$ cat src/rtl/serial_rx_map.svh
`ifndef SERIAL_RX_MAP_SVH
`define SERIAL_RX_MAP_SVH

// register offsets (byte index on the 3-bit port)
`define OFS_CTRL_ONE 3'h0
`define OFS_CTRL_TWO 3'h1
`define OFS_CTRL_THREE 3'h2
`define OFS_STATUS_ONE 3'h3
`define OFS_DATA_BUF 3'h4
`define OFS_BREAK_CTRL 3'h5

// ctrl_reg_one fields
`define B_LOOPBACK 7
`define B_MOD_EN 6
`define B_TX_INV 5
`define B_CHAR_LEN 4
`define B_WAKE_SEL 3
`define B_IDLE_START 2
`define B_PAR_EN 1
`define B_PAR_ODD 0

// ctrl_reg_two fields
`define B_RX_FULL_IE 5
`define B_IDLE_IE 4
`define B_TX_EN 3
`define B_RX_EN 2
`define B_STANDBY 1

// ctrl_reg_three fields
`define B_RX_BIT8 7
`define B_OVR_IE 3
`define B_NOISE_IE 2
`define B_FRAME_IE 1
`define B_PAR_IE 0

// status_reg_one fields
`define B_TX_EMPTY 7
`define B_TX_DONE 6
`define B_RX_FULL 5
`define B_IDLE 4
`define B_OVR 3
`define B_NOISE 2
`define B_FRAME 1
`define B_PAR 0

// break_flag_ctrl_reg field
`define B_BRK_CLR 7

// reset values
`define RST_CTRL 8'h00
`define RST_STATUS 8'hC0

// idle character and data bit lengths in bit times (8-bit and 9-bit characters)
`define IDLE_BITS_SHORT 4'hA
`define IDLE_BITS_LONG 4'hB
`define DATA_BITS_SHORT 4'h8
`define DATA_BITS_LONG 4'h9

`endif

$ cat src/rtl/serial_rx_pkg.sv
package serial_rx_pkg;

	// one-hot frame tracker states
	typedef enum logic [2:0] {
		ST_IDLE = 3'h1,
		ST_DATA = 3'h2,
		ST_STOP = 3'h4
	} rx_state_t;

endpackage : serial_rx_pkg

$ cat src/rtl/serial_rx_wakeup_ctrl.sv
`timescale 1ns/1ps
`include "serial_rx_map.svh"

module serial_rx_wakeup_ctrl
	import serial_rx_pkg::*;
(
	input wire logic sys_clk, // 40 MHz module clock
	input wire logic resetn, // async reset, active low
	input wire logic [2:0] addr, // register index
	input wire logic [7:0] wdata, // write data
	input wire logic wr_stb, // write strobe
	input wire logic rd_stb, // read strobe
	output logic [7:0] rdata, // read data, cycle after rd_stb
	input wire logic rx_pin_in, // receive pin level
	output logic rx_pin_out, // receive pin drive value
	output logic rx_pin_oe_n, // receive pin enable, low drives
	output logic tx_pin_out, // transmit pin drive value
	output logic tx_pin_oe_n, // transmit pin enable, low drives
	input wire logic [1:0] port_dout, // port data for the two pins
	input wire logic [1:0] port_dir, // port direction, 1 = output
	input wire logic tx_serial, // transmitter serial level
	output logic rx_line, // receiver input to bit sampler
	input wire logic bit_stb, // sampler: one bit decided
	input wire logic bit_val, // sampler: bit value
	input wire logic bit_noise, // sampler: bit was noisy
	input wire logic dbg_break, // debug break state
	input wire logic stop_mode, // processor stop mode
	output logic rx_irq, // receiver interrupt request
	output logic err_irq, // error interrupt request
	output logic tx_irq_allow, // transmitter interrupts permitted
	output logic baud_en, // baud generator enable
	output logic rx_enable, // receiver enabled
	output logic tx_enable, // transmitter enabled
	output logic wait_wake // ends processor wait state
);

	logic rst_q1_r, rst_n_r; // reset release synchroniser
	logic rxp_q1_r, rxp_q2_r; // receive pin synchroniser
	logic [7:0] ctrl1_r, ctrl2_r, ctrl3_r, bctl_r; // control registers
	logic tx_empty_r, tx_done_r, rx_full_r, idle_r; // status flags
	logic ovr_r, noise_r, frame_r, par_r; // error flags
	logic [7:0] buf_r; // received data buffer
	logic r8_r; // received ninth bit
	logic [5:0] arm_r; // first clear step seen per flag
	rx_state_t st_r, st_nxt; // frame tracker
	logic [3:0] cnt_r; // data bit index
	logic [8:0] sh_r; // receive shift register
	logic nacc_r; // noise seen in this character
	logic [3:0] ones_r, ones_nxt; // consecutive ones counter
	logic idle_arm_r; // one idle report per break in traffic

	// control fields
	wire loop_sel = ctrl1_r[`B_LOOPBACK];
	wire mod_en = ctrl1_r[`B_MOD_EN];
	wire tx_inv = ctrl1_r[`B_TX_INV];
	wire len9 = ctrl1_r[`B_CHAR_LEN];
	wire wake_adr = ctrl1_r[`B_WAKE_SEL];
	wire idle_count_start_sel = ctrl1_r[`B_IDLE_START];
	wire par_en = ctrl1_r[`B_PAR_EN];
	wire par_odd = ctrl1_r[`B_PAR_ODD];
	wire standby = ctrl2_r[`B_STANDBY];
	wire brk_clr = bctl_r[`B_BRK_CLR];

	wire run = ~stop_mode; // stop mode freezes the receiver, baud enable and status clears
	wire rx_on = run & mod_en & ctrl2_r[`B_RX_EN];
	wire stb = bit_stb & rx_on; // a bit the frame tracker may use
	// status may change by software only outside a protected break
	wire clr_ok = run & (~dbg_break | brk_clr);
	wire rd_stat = rd_stb & (addr == `OFS_STATUS_ONE) & clr_ok;
	wire rd_data = rd_stb & (addr == `OFS_DATA_BUF) & clr_ok;

	// threshold of ones for an idle character
	function automatic logic [3:0] idle_len(input logic l9);
		return l9 ? `IDLE_BITS_LONG : `IDLE_BITS_SHORT;
	endfunction : idle_len

	// character completion and its outcome
	wire done = stb & (st_r == ST_STOP);
	wire msb = len9 ? sh_r[8] : sh_r[7];
	wire par_bad = par_en & ((^(len9 ? sh_r : {1'b0, sh_r[7:0]})) != par_odd);
	wire adr_wake = done & standby & wake_adr & msb;
	wire take = done & (~standby | adr_wake) & ~rx_full_r;
	wire lost = done & ~standby & rx_full_r;
	wire idle_hit = stb & (ones_nxt == idle_len(len9)) & (ones_r != idle_len(len9));
	// in standby the count is not armed-gated, so a quiet line wakes at once
	wire idle_wake = stb & standby & ~wake_adr & (ones_nxt == idle_len(len9));
	wire idle_set = idle_hit & idle_arm_r & ~standby;

	// reset release: async assert, two-flop release
	always_ff @(posedge sys_clk or negedge resetn) begin
		if (!resetn) begin
			rst_q1_r <= 1'b0;
			rst_n_r <= 1'b0;
		end else begin
			rst_q1_r <= 1'b1;
			rst_n_r <= rst_q1_r;
		end
	end

	// receive pin crosses in from outside through two flops
	always_ff @(posedge sys_clk or negedge rst_n_r) begin
		if (!rst_n_r) begin
			rxp_q1_r <= 1'b1;
			rxp_q2_r <= 1'b1;
		end else begin
			rxp_q1_r <= rx_pin_in;
			rxp_q2_r <= rxp_q1_r;
		end
	end

	// loopback needs both directions enabled to be meaningful
	always_comb begin
		if (loop_sel) begin
			rx_line = tx_inv ^ tx_serial;
		end else begin
			rx_line = rxp_q2_r;
		end
	end

	// pin ownership: the enabled module overrides port directions
	always_ff @(posedge sys_clk or negedge rst_n_r) begin
		if (!rst_n_r) begin
			tx_pin_out <= 1'b1;
			tx_pin_oe_n <= 1'b1;
			rx_pin_out <= 1'b0;
			rx_pin_oe_n <= 1'b1;
		end else if (mod_en) begin
			tx_pin_out <= tx_inv ^ tx_serial;
			tx_pin_oe_n <= 1'b0;
			rx_pin_out <= 1'b0;
			rx_pin_oe_n <= 1'b1;
		end else begin
			tx_pin_out <= port_dout[0];
			tx_pin_oe_n <= ~port_dir[0];
			rx_pin_out <= port_dout[1];
			rx_pin_oe_n <= ~port_dir[1];
		end
	end

	// first control and break control registers; writes land even in stop mode (registers held)
	always_ff @(posedge sys_clk or negedge rst_n_r) begin
		if (!rst_n_r) begin
			ctrl1_r <= `RST_CTRL;
			bctl_r <= `RST_CTRL;
		end else if (wr_stb) begin
			if (addr == `OFS_CTRL_ONE) begin
				ctrl1_r <= wdata;
			end
			if (addr == `OFS_BREAK_CTRL) begin
				bctl_r <= wdata & 8'h80;
			end
		end
	end

	// second control register with hardware wakeup clear of standby
	always_ff @(posedge sys_clk or negedge rst_n_r) begin
		if (!rst_n_r) begin
			ctrl2_r <= `RST_CTRL;
		end else if (wr_stb && addr == `OFS_CTRL_TWO) begin
			// transmit and receive enables cannot change while the module is off
			ctrl2_r <= {2'b00, wdata[5:4],
				mod_en ? wdata[3:2] : ctrl2_r[3:2], wdata[1], 1'b0};
		end else if (adr_wake || idle_wake) begin
			ctrl2_r[`B_STANDBY] <= 1'b0;
		end
	end

	// third control register holds the error enables
	always_ff @(posedge sys_clk or negedge rst_n_r) begin
		if (!rst_n_r) begin
			ctrl3_r <= `RST_CTRL;
		end else if (wr_stb && addr == `OFS_CTRL_THREE) begin
			ctrl3_r <= {4'h0, wdata[3:0]};
		end
	end

	// frame tracker next state
	always_comb begin
		st_nxt = st_r;
		unique case (st_r)
			ST_IDLE: begin
				if (!bit_val) begin
					st_nxt = ST_DATA; // start bit
				end
			end
			ST_DATA: begin
				if (cnt_r == (len9 ? `DATA_BITS_LONG : `DATA_BITS_SHORT) - 4'h1) begin
					st_nxt = ST_STOP;
				end
			end
			ST_STOP: begin
				st_nxt = ST_IDLE;
			end
			default: begin
				st_nxt = ST_IDLE;
			end
		endcase
	end

	// frame tracker, shift register and noise accumulation
	always_ff @(posedge sys_clk or negedge rst_n_r) begin
		if (!rst_n_r) begin
			st_r <= ST_IDLE;
			cnt_r <= 4'h0;
			sh_r <= 9'h000;
			nacc_r <= 1'b0;
		end else if (!rx_on) begin
			st_r <= ST_IDLE;
		end else if (stb) begin
			st_r <= st_nxt;
			if (st_r == ST_IDLE) begin
				cnt_r <= 4'h0;
				nacc_r <= bit_noise;
			end else begin
				nacc_r <= nacc_r | bit_noise;
			end
			if (st_r == ST_DATA) begin
				sh_r[cnt_r] <= bit_val;
				cnt_r <= cnt_r + 4'h1;
			end
		end
	end

	// consecutive ones count for idle detection
	always_comb begin
		if (!bit_val || (idle_count_start_sel && st_r != ST_IDLE)) begin
			ones_nxt = 4'h0;
		end else if (ones_r == idle_len(len9)) begin
			ones_nxt = ones_r; // saturate
		end else begin
			ones_nxt = ones_r + 4'h1;
		end
	end

	// ones counter and re-arm on each start bit
	always_ff @(posedge sys_clk or negedge rst_n_r) begin
		if (!rst_n_r) begin
			ones_r <= 4'h0;
			idle_arm_r <= 1'b0;
		end else if (stb) begin
			ones_r <= ones_nxt;
			if (st_r == ST_IDLE && !bit_val) begin
				idle_arm_r <= 1'b1;
			end else if (idle_hit) begin
				idle_arm_r <= 1'b0;
			end
		end
	end

	// data buffer: loaded only when the character is accepted
	always_ff @(posedge sys_clk or negedge rst_n_r) begin
		if (!rst_n_r) begin
			buf_r <= 8'h00;
			r8_r <= 1'b0;
		end else if (take) begin
			buf_r <= sh_r[7:0];
			r8_r <= msb;
		end
	end

	// first clear step: status read arms the flags then seen set
	always_ff @(posedge sys_clk or negedge rst_n_r) begin
		if (!rst_n_r) begin
			arm_r <= 6'h00;
		end else if (rd_stat) begin
			arm_r <= {rx_full_r, idle_r, ovr_r, noise_r, frame_r, par_r};
		end else if (rd_data) begin
			arm_r <= 6'h00;
		end
	end

	// receive flags: hardware set wins over the software clear
	always_ff @(posedge sys_clk or negedge rst_n_r) begin
		if (!rst_n_r) begin
			rx_full_r <= 1'b0;
			idle_r <= 1'b0;
			ovr_r <= 1'b0;
			noise_r <= 1'b0;
			frame_r <= 1'b0;
			par_r <= 1'b0;
		end else begin
			// clears only from the second step, and only when allowed
			if (rd_data) begin
				if (arm_r[5]) rx_full_r <= 1'b0;
				if (arm_r[4]) idle_r <= 1'b0;
				if (arm_r[3]) ovr_r <= 1'b0;
				if (arm_r[2]) noise_r <= 1'b0;
				if (arm_r[1]) frame_r <= 1'b0;
				if (arm_r[0]) par_r <= 1'b0;
			end
			if (take) begin
				rx_full_r <= 1'b1;
				if (nacc_r | bit_noise) noise_r <= 1'b1;
				if (!bit_val) frame_r <= 1'b1;
				if (par_bad) par_r <= 1'b1;
			end
			if (lost) begin
				ovr_r <= 1'b1;
			end
			if (idle_set) begin
				idle_r <= 1'b1;
			end
		end
	end

	// transmitter flags forced set while the module is off
	always_ff @(posedge sys_clk or negedge rst_n_r) begin
		if (!rst_n_r) begin
			tx_empty_r <= 1'b1;
			tx_done_r <= 1'b1;
		end else if (!mod_en) begin
			tx_empty_r <= 1'b1;
			tx_done_r <= 1'b1;
		end
	end

	// read port: data only in the cycle after the strobe
	always_ff @(posedge sys_clk or negedge rst_n_r) begin
		if (!rst_n_r) begin
			rdata <= 8'h00;
		end else if (rd_stb) begin
			unique case (addr)
				`OFS_CTRL_ONE: rdata <= ctrl1_r;
				`OFS_CTRL_TWO: rdata <= ctrl2_r;
				`OFS_CTRL_THREE: rdata <= {r8_r, ctrl3_r[6:0]};
				`OFS_STATUS_ONE: rdata <= {tx_empty_r, tx_done_r, rx_full_r, idle_r,
					ovr_r, noise_r, frame_r, par_r};
				`OFS_DATA_BUF: rdata <= buf_r;
				`OFS_BREAK_CTRL: rdata <= bctl_r;
				default: rdata <= 8'h00; // unmapped reads as zero
			endcase
		end else begin
			rdata <= 8'h00;
		end
	end

	// interrupt requests; standby silences the receiver side entirely
	always_comb begin
		rx_irq = ~standby & ((rx_full_r & ctrl2_r[`B_RX_FULL_IE]) |
			(idle_r & ctrl2_r[`B_IDLE_IE]));
		err_irq = ~standby & ((ovr_r & ctrl3_r[`B_OVR_IE]) |
			(noise_r & ctrl3_r[`B_NOISE_IE]) | (frame_r & ctrl3_r[`B_FRAME_IE]) |
			(par_r & ctrl3_r[`B_PAR_IE]));
		wait_wake = run & (rx_irq | err_irq);
		tx_irq_allow = mod_en;
		baud_en = mod_en & run;
		rx_enable = rx_on;
		tx_enable = mod_en & ctrl2_r[`B_TX_EN];
	end
endmodule : serial_rx_wakeup_ctrl

$ cat config.mk
export PLATFORM = sky130hd
export DESIGN_NAME = serial_rx_wakeup_ctrl
export DESIGN_NICKNAME = d
export VERILOG_FILES = /design/src/rtl/serial_rx_pkg.sv /design/src/rtl/serial_rx_wakeup_ctrl.sv
export VERILOG_INCLUDE_DIRS = /design/src /design/src/rtl
export SDC_FILE = /design/constraint.sdc
export NUM_CORES = 1
export LEC_CHECK = 0
export BUFFER_PORTS_ARGS = -buffer_cell sky130_fd_sc_hd__buf_2
export CORE_ASPECT_RATIO = 1.2
export CORE_MARGIN = 2
export CORE_UTILIZATION = 46
export DETAILED_ROUTE_END_ITERATION = 8
export HOLD_SLACK_MARGIN = 0.02
export PLACE_DENSITY = 0.66
export SYNTH_ARGS = -nofsm -noshare
export SYNTH_HDL_FRONTEND = slang
export SYNTH_SLANG_ARGS = --single-unit
export TNS_END_PERCENT = 10
$ cat constraint.sdc
create_clock -name sys_clk -period 2.4 [get_ports sys_clk]
set_clock_uncertainty 0.1 [all_clocks]
set_input_delay 0.12 -clock sys_clk [delete_from_list [all_inputs] [get_ports sys_clk]]
set_output_delay 0.12 -clock sys_clk [all_outputs]
set_load 0.05 [all_outputs]
==> results.json, run 1 <==
{
  "powerDensity_mw_per_mm2": 703,
  "clock_latency_ns": 0.36,
  "syn_area_mm2": 0.00383,
  "synth_seq_cells": 77,
  "initial_core_util": 0.472,
  "p_sw_frac": 0.314,
  "clock_power_share": 0.291,
  "critPathKind": "input port to flip-flop",
  "p_seq_frac": 0.491,
  "drt-total-wl_um": 8610,
  "synthSimpleGateAreaFrac": 0.156,
  "yosys.area.top_type_share": 0.464,
  "synth_top_family_by_area": "simple AND/OR/NAND/NOR gates",
  "max_cap_violations": 0,
  "ys_warn_count": 0,
  "worstPathMaxFanout": 14,
  "dieHeight_um": 104,
  "wire_per_inst_um": 16.9,
  "fmax_mhz": 451,
  "coreArea_mm2": 0.00811,
  "regArea_mm2": 0.00194,
  "grt_max_degree": 43,
  "drt_pass1_iterations": 4,
  "synthAdderAreaFrac": 0.0163,
  "die_w_um": 87.3,
  "max_slew_margin": 0.593,
  "crit_required_ns": 2.54,
  "cts_buffers": 9,
  "p_int_mw": 2.19,
  "clock_path_buffers": 2,
  "ctsResizeCount": 0,
  "n_fill_cell": 718,
  "dieArea_mm2": 0.00907,
  "num_io_pins": 46,
  "nets": 439,
  "drc": 0,
  "synth_mux_area_frac": 0.138,
  "synth-edff-count": 0,
  "drv_slew": 0,
  "rsz0062_at_grt": "no",
  "cp-end-kind": "flip-flop",
  "fin_tns_setup_ns": 0,
  "htree_levels": 3,
  "power.leakage_nw": 2.10,
  "vias_per_cell": 5.61,
  "layout-drive-gt1-share": 0.262,
  "syn-num-nets": 372,
  "ant_nets": 0,
  "antenna_cells": 0,
  "via_count": 2851,
  "finalPower_mw": 3.19,
  "post-cts-setup-buffers": 0,
  "gr-total-overflow": 0,
  "core.rowCount": 36,
  "synthCells": 341,
  "syn_area_per_cell_um2": 11.2,
  "yosysMostFrequentCell": "dfrtp_1",
  "synth_common_cells": "dfrtp_1, nand2_1, nor2_1, mux2_1, mux2_2",
  "arrival_ns": 2.36,
  "finalHoldViolCount": 0,
  "synth_compound_area_frac": 0.120,
  "synth.area.top_cells": "dfrtp_1, mux2_1, mux2_2",
  "async_reset_ff_frac": 1.00,
  "worst_slew_pin_slew_ns": 0.611,
  "drtIter0Drc": 178,
  "synth-xor-area-share": 0.0297,
  "netSwitchingPower_mw": 1.00,
  "clock-root-buffer": "clkbuf_8",
  "synth_cell_types": 61,
  "ir_drop_mv": 0.304,
  "grt_pass1_wl_um": 14500,
  "grt_usage": 0.206,
  "synth_ff_type": "dfrtp_1",
  "clk_pin_slew_ns": 0.07,
  "layout_min_cycle_time_ns": 2.22,
  "fin_crit_sh": 0.924,
  "combPwrFrac": 0.218,
  "antenna_found_initial": 0,
  "area_growth_syn_to_layout_pct": 18.6,
  "yosys.area.top_type": "dfrtp_1",
  "status": "completed",
  "io_buffers": 45,
  "hold_class": "input port to flip-flop",
  "multi_input_area_mm2": 0.00176,
  "setup_viol": 0,
  "yosysSeqAreaShare": 0.505,
  "critPathLaunchType": "input port",
  "cts_sinks": 77,
  "grt_pass1_vias": 2845,
  "hpwl_um": 6140,
  "cts_tree": "done",
  "place_congestion": 0.789,
  "fin_util": 0.560
}
## logic make-up (layout without fill, tap and decap cells)
| logic type | count (synthesis) | in the layout |
|---|---|---|
| AO/OA/AOI/OAI | 64 | 64 |
| XOR/XNOR | 13 | 13 |
| adder cells (fa/ha/maj) | 5 | 5 |
| buffers and inverters | 28 | 100 |
| flip-flops | 77 | 77 |
| multiplexers | 48 | 48 |
| other | 1 | 1 |
| AND/OR/NAND/NOR | 105 | 105 |
## flip-flops by register name, indices dropped and copies added, names as in the netlist, 3 cells and up
register / cells
rdata: 8
ctrl1_r: 8
ctrl3_r: 4
arm_r: 6
ones_r: 4
st_r: 3
sh_r: 9
cnt_r: 4
buf_r: 8
ctrl2_r: 5
## placed cells by master, fill, tap and decap left out, types with 11 or more instances in the layout
cell type and count:
mux2_1 19, clkbuf_8 12, xnor2_1 11, buf_2 45, nor2_1 23, nand3_1 11
dfrtp_1 70, dlygate4sd3_1 19, nand2_1 25, a21oi_1 13, mux2_2 19
## power groups by stage
| stage | logic (mW) | clock network, mW | registers [mW] |
|---|---|---|---|
| floorplan | 0.422 | 0 | 1.64 |
| global placement | 0.655 | 0 | 1.59 |
| detailed placement | 0.666 | 0 | 1.59 |
| CTS | 0.697 | 0.946 | 1.57 |
| global route | 0.756 | 1.02 | 1.59 |
| finish | 0.695 | 0.929 | 1.57 |
## per-layer routing
metal,GRT usage,wire length [um]
met1,0.291,3990
met2,0.307,4000
met3,0.0413,403
met4,0.0835,208
met5,0,0
## final timing paths
| check | start | end | slack, ns | cells after the start |
|---|---|---|---|---|
| worst max-delay path | bit_stb | buf_r[6] | 0.18 | 6 |
| worst min-delay path | wr_stb | bctl_r[7] | 0.04 | 3 |
| worst max register to register | st_r[1] | st_r[1] | 0.28 | 5 |
| worst min register to register | rst_n_r | sh_r[5] | 0.20 | 0 |
| max in group asynchronous | rst_n_r | rx_pin_oe_n | 1.34 | 1 |
| min in group asynchronous | rst_n_r | sh_r[5] | 0.20 | 0 |
## cell type report
cell class | count | area share
multi-input combinational | 236 | 0.389
clock buffer | 15 | 0.0389
inverter | 11 | 0.00910
tap | 95 | 0.0262
timing repair buffer | 73 | 0.109
sequential | 77 | 0.427
clock inverter | 1 | 0.00110
## worst max-delay path, cell delays in order
cell           delay [ns]
dlygate4sd3_1        0.52
buf_2                0.22
nand4b_1             0.16
nor4b_2              0.35
and3b_1              0.60
mux2_1               0.38
## what timing repair did
item | in CTS | in global routing
hold endpoints to repair | 36 | 0
endpoints found under the setup margin | 0 | 0
hold buffers | 19 | 0
## per-stage QoR
| step | cells | cell area, um2 | hold WS [ns] | setup slack, ns |
|---|---|---|---|---|
| floorplan | 341 | 3830 | -0.276 | 0.00727 |
| global placement | 473 | 4170 | -0.195 | 0.307 |
| detailed placement | 473 | 4170 | -0.193 | 0.290 |
| CTS | 508 | 4540 | 0.0345 | 0.199 |
| global route | 508 | 4540 | 0.0508 | 0.0402 |
| finish | 508 | 4540 | 0.0444 | 0.183 |
Power figures use the tool's default switching activity.
==> inputs of run 2 (changes only) <==
- ABC_AREA: unset -> 1
==> run 2 against run 1 <==
Net effect:
- setup slack better by 0.37 ns
- highest routed layer unchanged
- non-clock buffer count down 5
- largest power group unchanged
- cell area up 0.22%
- largest cell class unchanged
- area after synthesis down 1.4%
- maximum frequency up 20%
==> results.json, run 2 <==
{
  "max_slew_margin": 0.601,
  "fmax_mhz": 543,
  "ant_nets": 0,
  "nets": 553,
  "area_growth_syn_to_layout_pct": 20.6,
  "cts_tree": "done",
  "place_congestion": 0.985,
  "max_cap_violations": 0,
  "num_io_pins": 46,
  "syn_area_per_cell_um2": 8.42,
  "grt_pass1_vias": 3031,
  "clock_path_buffers": 2,
  "cts_buffers": 9,
  "drc": 0,
  "setup_viol": 0,
  "n_fill_cell": 704,
  "htree_levels": 3,
  "drt_pass1_iterations": 4,
  "die_w_um": 86.7,
  "synth.area.top_cells": "dfrtp_1, nand2_1, o21ai_0",
  "crit_buf_inv": 2,
  "hold_class": "input port to flip-flop",
  "slowest_stage": "dfrtp_1",
  "status": "completed",
  "reg2reg_slack_ns": 0.59,
  "critPathLaunchType": "flip-flop",
  "cp-end-kind": "output pin",
  "place_ws_ns": 0.610,
  "synthCells": 448,
  "ir_drop_mv": 0.321,
  "fin_crit_sh": 0.768,
  "powerDensity_mw_per_mm2": 743,
  "syn_area_mm2": 0.00377,
  "async_reset_ff_frac": 1.00,
  "coreArea_mm2": 0.00806,
  "yosys.area.top_type_share": 0.471,
  "yosys.area.top_type": "dfrtp_1",
  "antenna_found_initial": 0,
  "io_buffers": 45,
  "syn-num-nets": 479,
  "synth_seq_cells": 77,
  "path_cells": "inv_1 -> o21ai_0 -> a21oi_1 -> a21oi_1 -> nor2_1 -> nor2_1 -> buf_2",
  "hpwl_um": 6250,
  "cp_top_family": "compound AO/OA/AOI/OAI gates",
  "arrival_ns": 1.62,
  "wire_per_inst_um": 13.6,
  "rsz0062_at_grt": "no",
  "drt-total-wl_um": 8490,
  "power.leakage_nw": 2.26,
  "regMostFlops": "sh_r",
  "synth-edff-count": 0,
  "worstPathMaxFanout": 3,
  "finalHoldViolCount": 0,
  "clock-root-buffer": "clkbuf_8",
  "ys_warn_count": 0,
  "vias_per_cell": 5.11,
  "critPathKind": "flip-flop to output pin",
  "crit_path_max_incr_delay_ns": 0.35,
  "antenna_cells": 0,
  "synth_cell_types": 35,
  "dieHeight_um": 103,
  "drv_slew": 0,
  "initial_core_util": 0.468,
  "synth_ff_type": "dfrtp_1",
  "crit_required_ns": 2.18,
  "worst_slew_pin_slew_ns": 0.598,
  "largest_reg_flops": 9,
  "yosysMostFrequentCell": "nand2_1",
  "yosysSeqAreaShare": 0.513,
  "synth_common_cells": "nand2_1, dfrtp_1, inv_1, o21ai_0, nand3_1",
  "clk_pin_slew_ns": 0.08,
  "drtIter0Drc": 230,
  "final_cell_mix": "nand2_1, dfrtp_1, inv_1, o21ai_0, buf_2",
  "grt_pass1_wl_um": 14400,
  "fin_tns_setup_ns": 0,
  "layout-drive-gt1-share": 0.171,
  "cts_sinks": 77,
  "clock_latency_ns": 0.35,
  "final_common_cell": "nand2_1",
  "dieArea_mm2": 0.00895,
  "gr-total-overflow": 0,
  "core.rowCount": 36,
  "layout_min_cycle_time_ns": 1.84,
  "grt_usage": 0.207,
  "grt_max_degree": 50,
  "fin_ws_ns": 0.558,
  "via_count": 3180
}
run 2: changes by cell type in the layout (fill, tap and decap cells not counted), sizes merged, moves of 6 or more:
| cell | before | now |
|---|---|---|
| a22o | 7 | 0 |
| and2 | 7 | 0 |
| buf | 54 | 46 |
| inv | 11 | 65 |
| mux2 | 38 | 0 |
| mux2i | 10 | 0 |
| nand2 | 25 | 126 |
| nand3 | 11 | 27 |
| o21ai | 12 | 64 |
| xnor2 | 11 | 5 |
run 2: cell type report:
class | count | area [um2] | area share
clock buffers | 10 | 138 | 0.0303
clock inverters | 6 | 93.8 | 0.0206
inverters | 64 | 243 | 0.0534
multi-input cells | 302 | 1560 | 0.342
flip-flops and latches | 77 | 1940 | 0.425
well taps | 95 | 119 | 0.0261
repair buffers | 68 | 465 | 0.102
run 2: path summary, 6_finish.rpt:
path	start	endpoint	cells after the start
worst min-delay path	addr[1]	rdata[7]	4
worst max-delay path	noise_r	wait_wake	7
worst max register to register	ctrl1_r[6]	par_r	10
worst min register to register	rst_n_r	ctrl1_r[4]	0
min in group asynchronous	rst_n_r	ctrl1_r[4]	0
max in group asynchronous	rst_n_r	st_r[0]	1
run 2: stage by stage:
step	power (mW)	instances	instance area, um2	util	hold slack, ns
after CTS	3.41	622	4550	0.564	0.0407
final	3.38	622	4550	0.564	0.0660
after global routing	3.57	622	4550	0.564	0.106
after floorplan	2.06	448	3770	-	-0.276
after detailed placement	2.26	584	4100	0.508	-0.193
after global placement	2.23	584	4100	0.508	-0.195
run 2: routing by layer:
layer / track usage / wire (um)
met4: 0.0805 / 183
met2: 0.346 / 4160
met5: 0 / 0
met1: 0.270 / 3870
met3: 0.0349 / 269
run 2: cells by family after synthesis:
family,synth area share
simple gates,0.224
flops,0.513
fa+ha+maj,0.0166
other cells,0.000994
compound gates,0.145
xor+xnor,0.0255
buf+inv,0.0753
run 2: report_power, final:
| part | internal, mW | leakage [nW] | switching, mW |
|---|---|---|---|
| clock | 0.623 | 0.113 | 0.495 |
| sequential | 1.46 | 1.01 | 0.148 |
| combinational | 0.219 | 1.14 | 0.431 |
run 2: worst register-to-register path, cell delays in order, from the launching register on:
cell     delay (ns)
dfrtp_1        0.45
inv_2          0.11
nor2_4         0.13
nand2_4        0.12
nor2_8         0.14
inv_4          0.07
nor2_8         0.10
nand3_4        0.25
nor2_1         0.17
nand2_1        0.06
nand2_1        0.05
run 2: timing repair:
action / CTS / global route
hold buffers: 22 / 0
setup buffers: 0 / 0
gates resized for setup: 0 / 0
endpoints found under the hold margin: 31 / 0
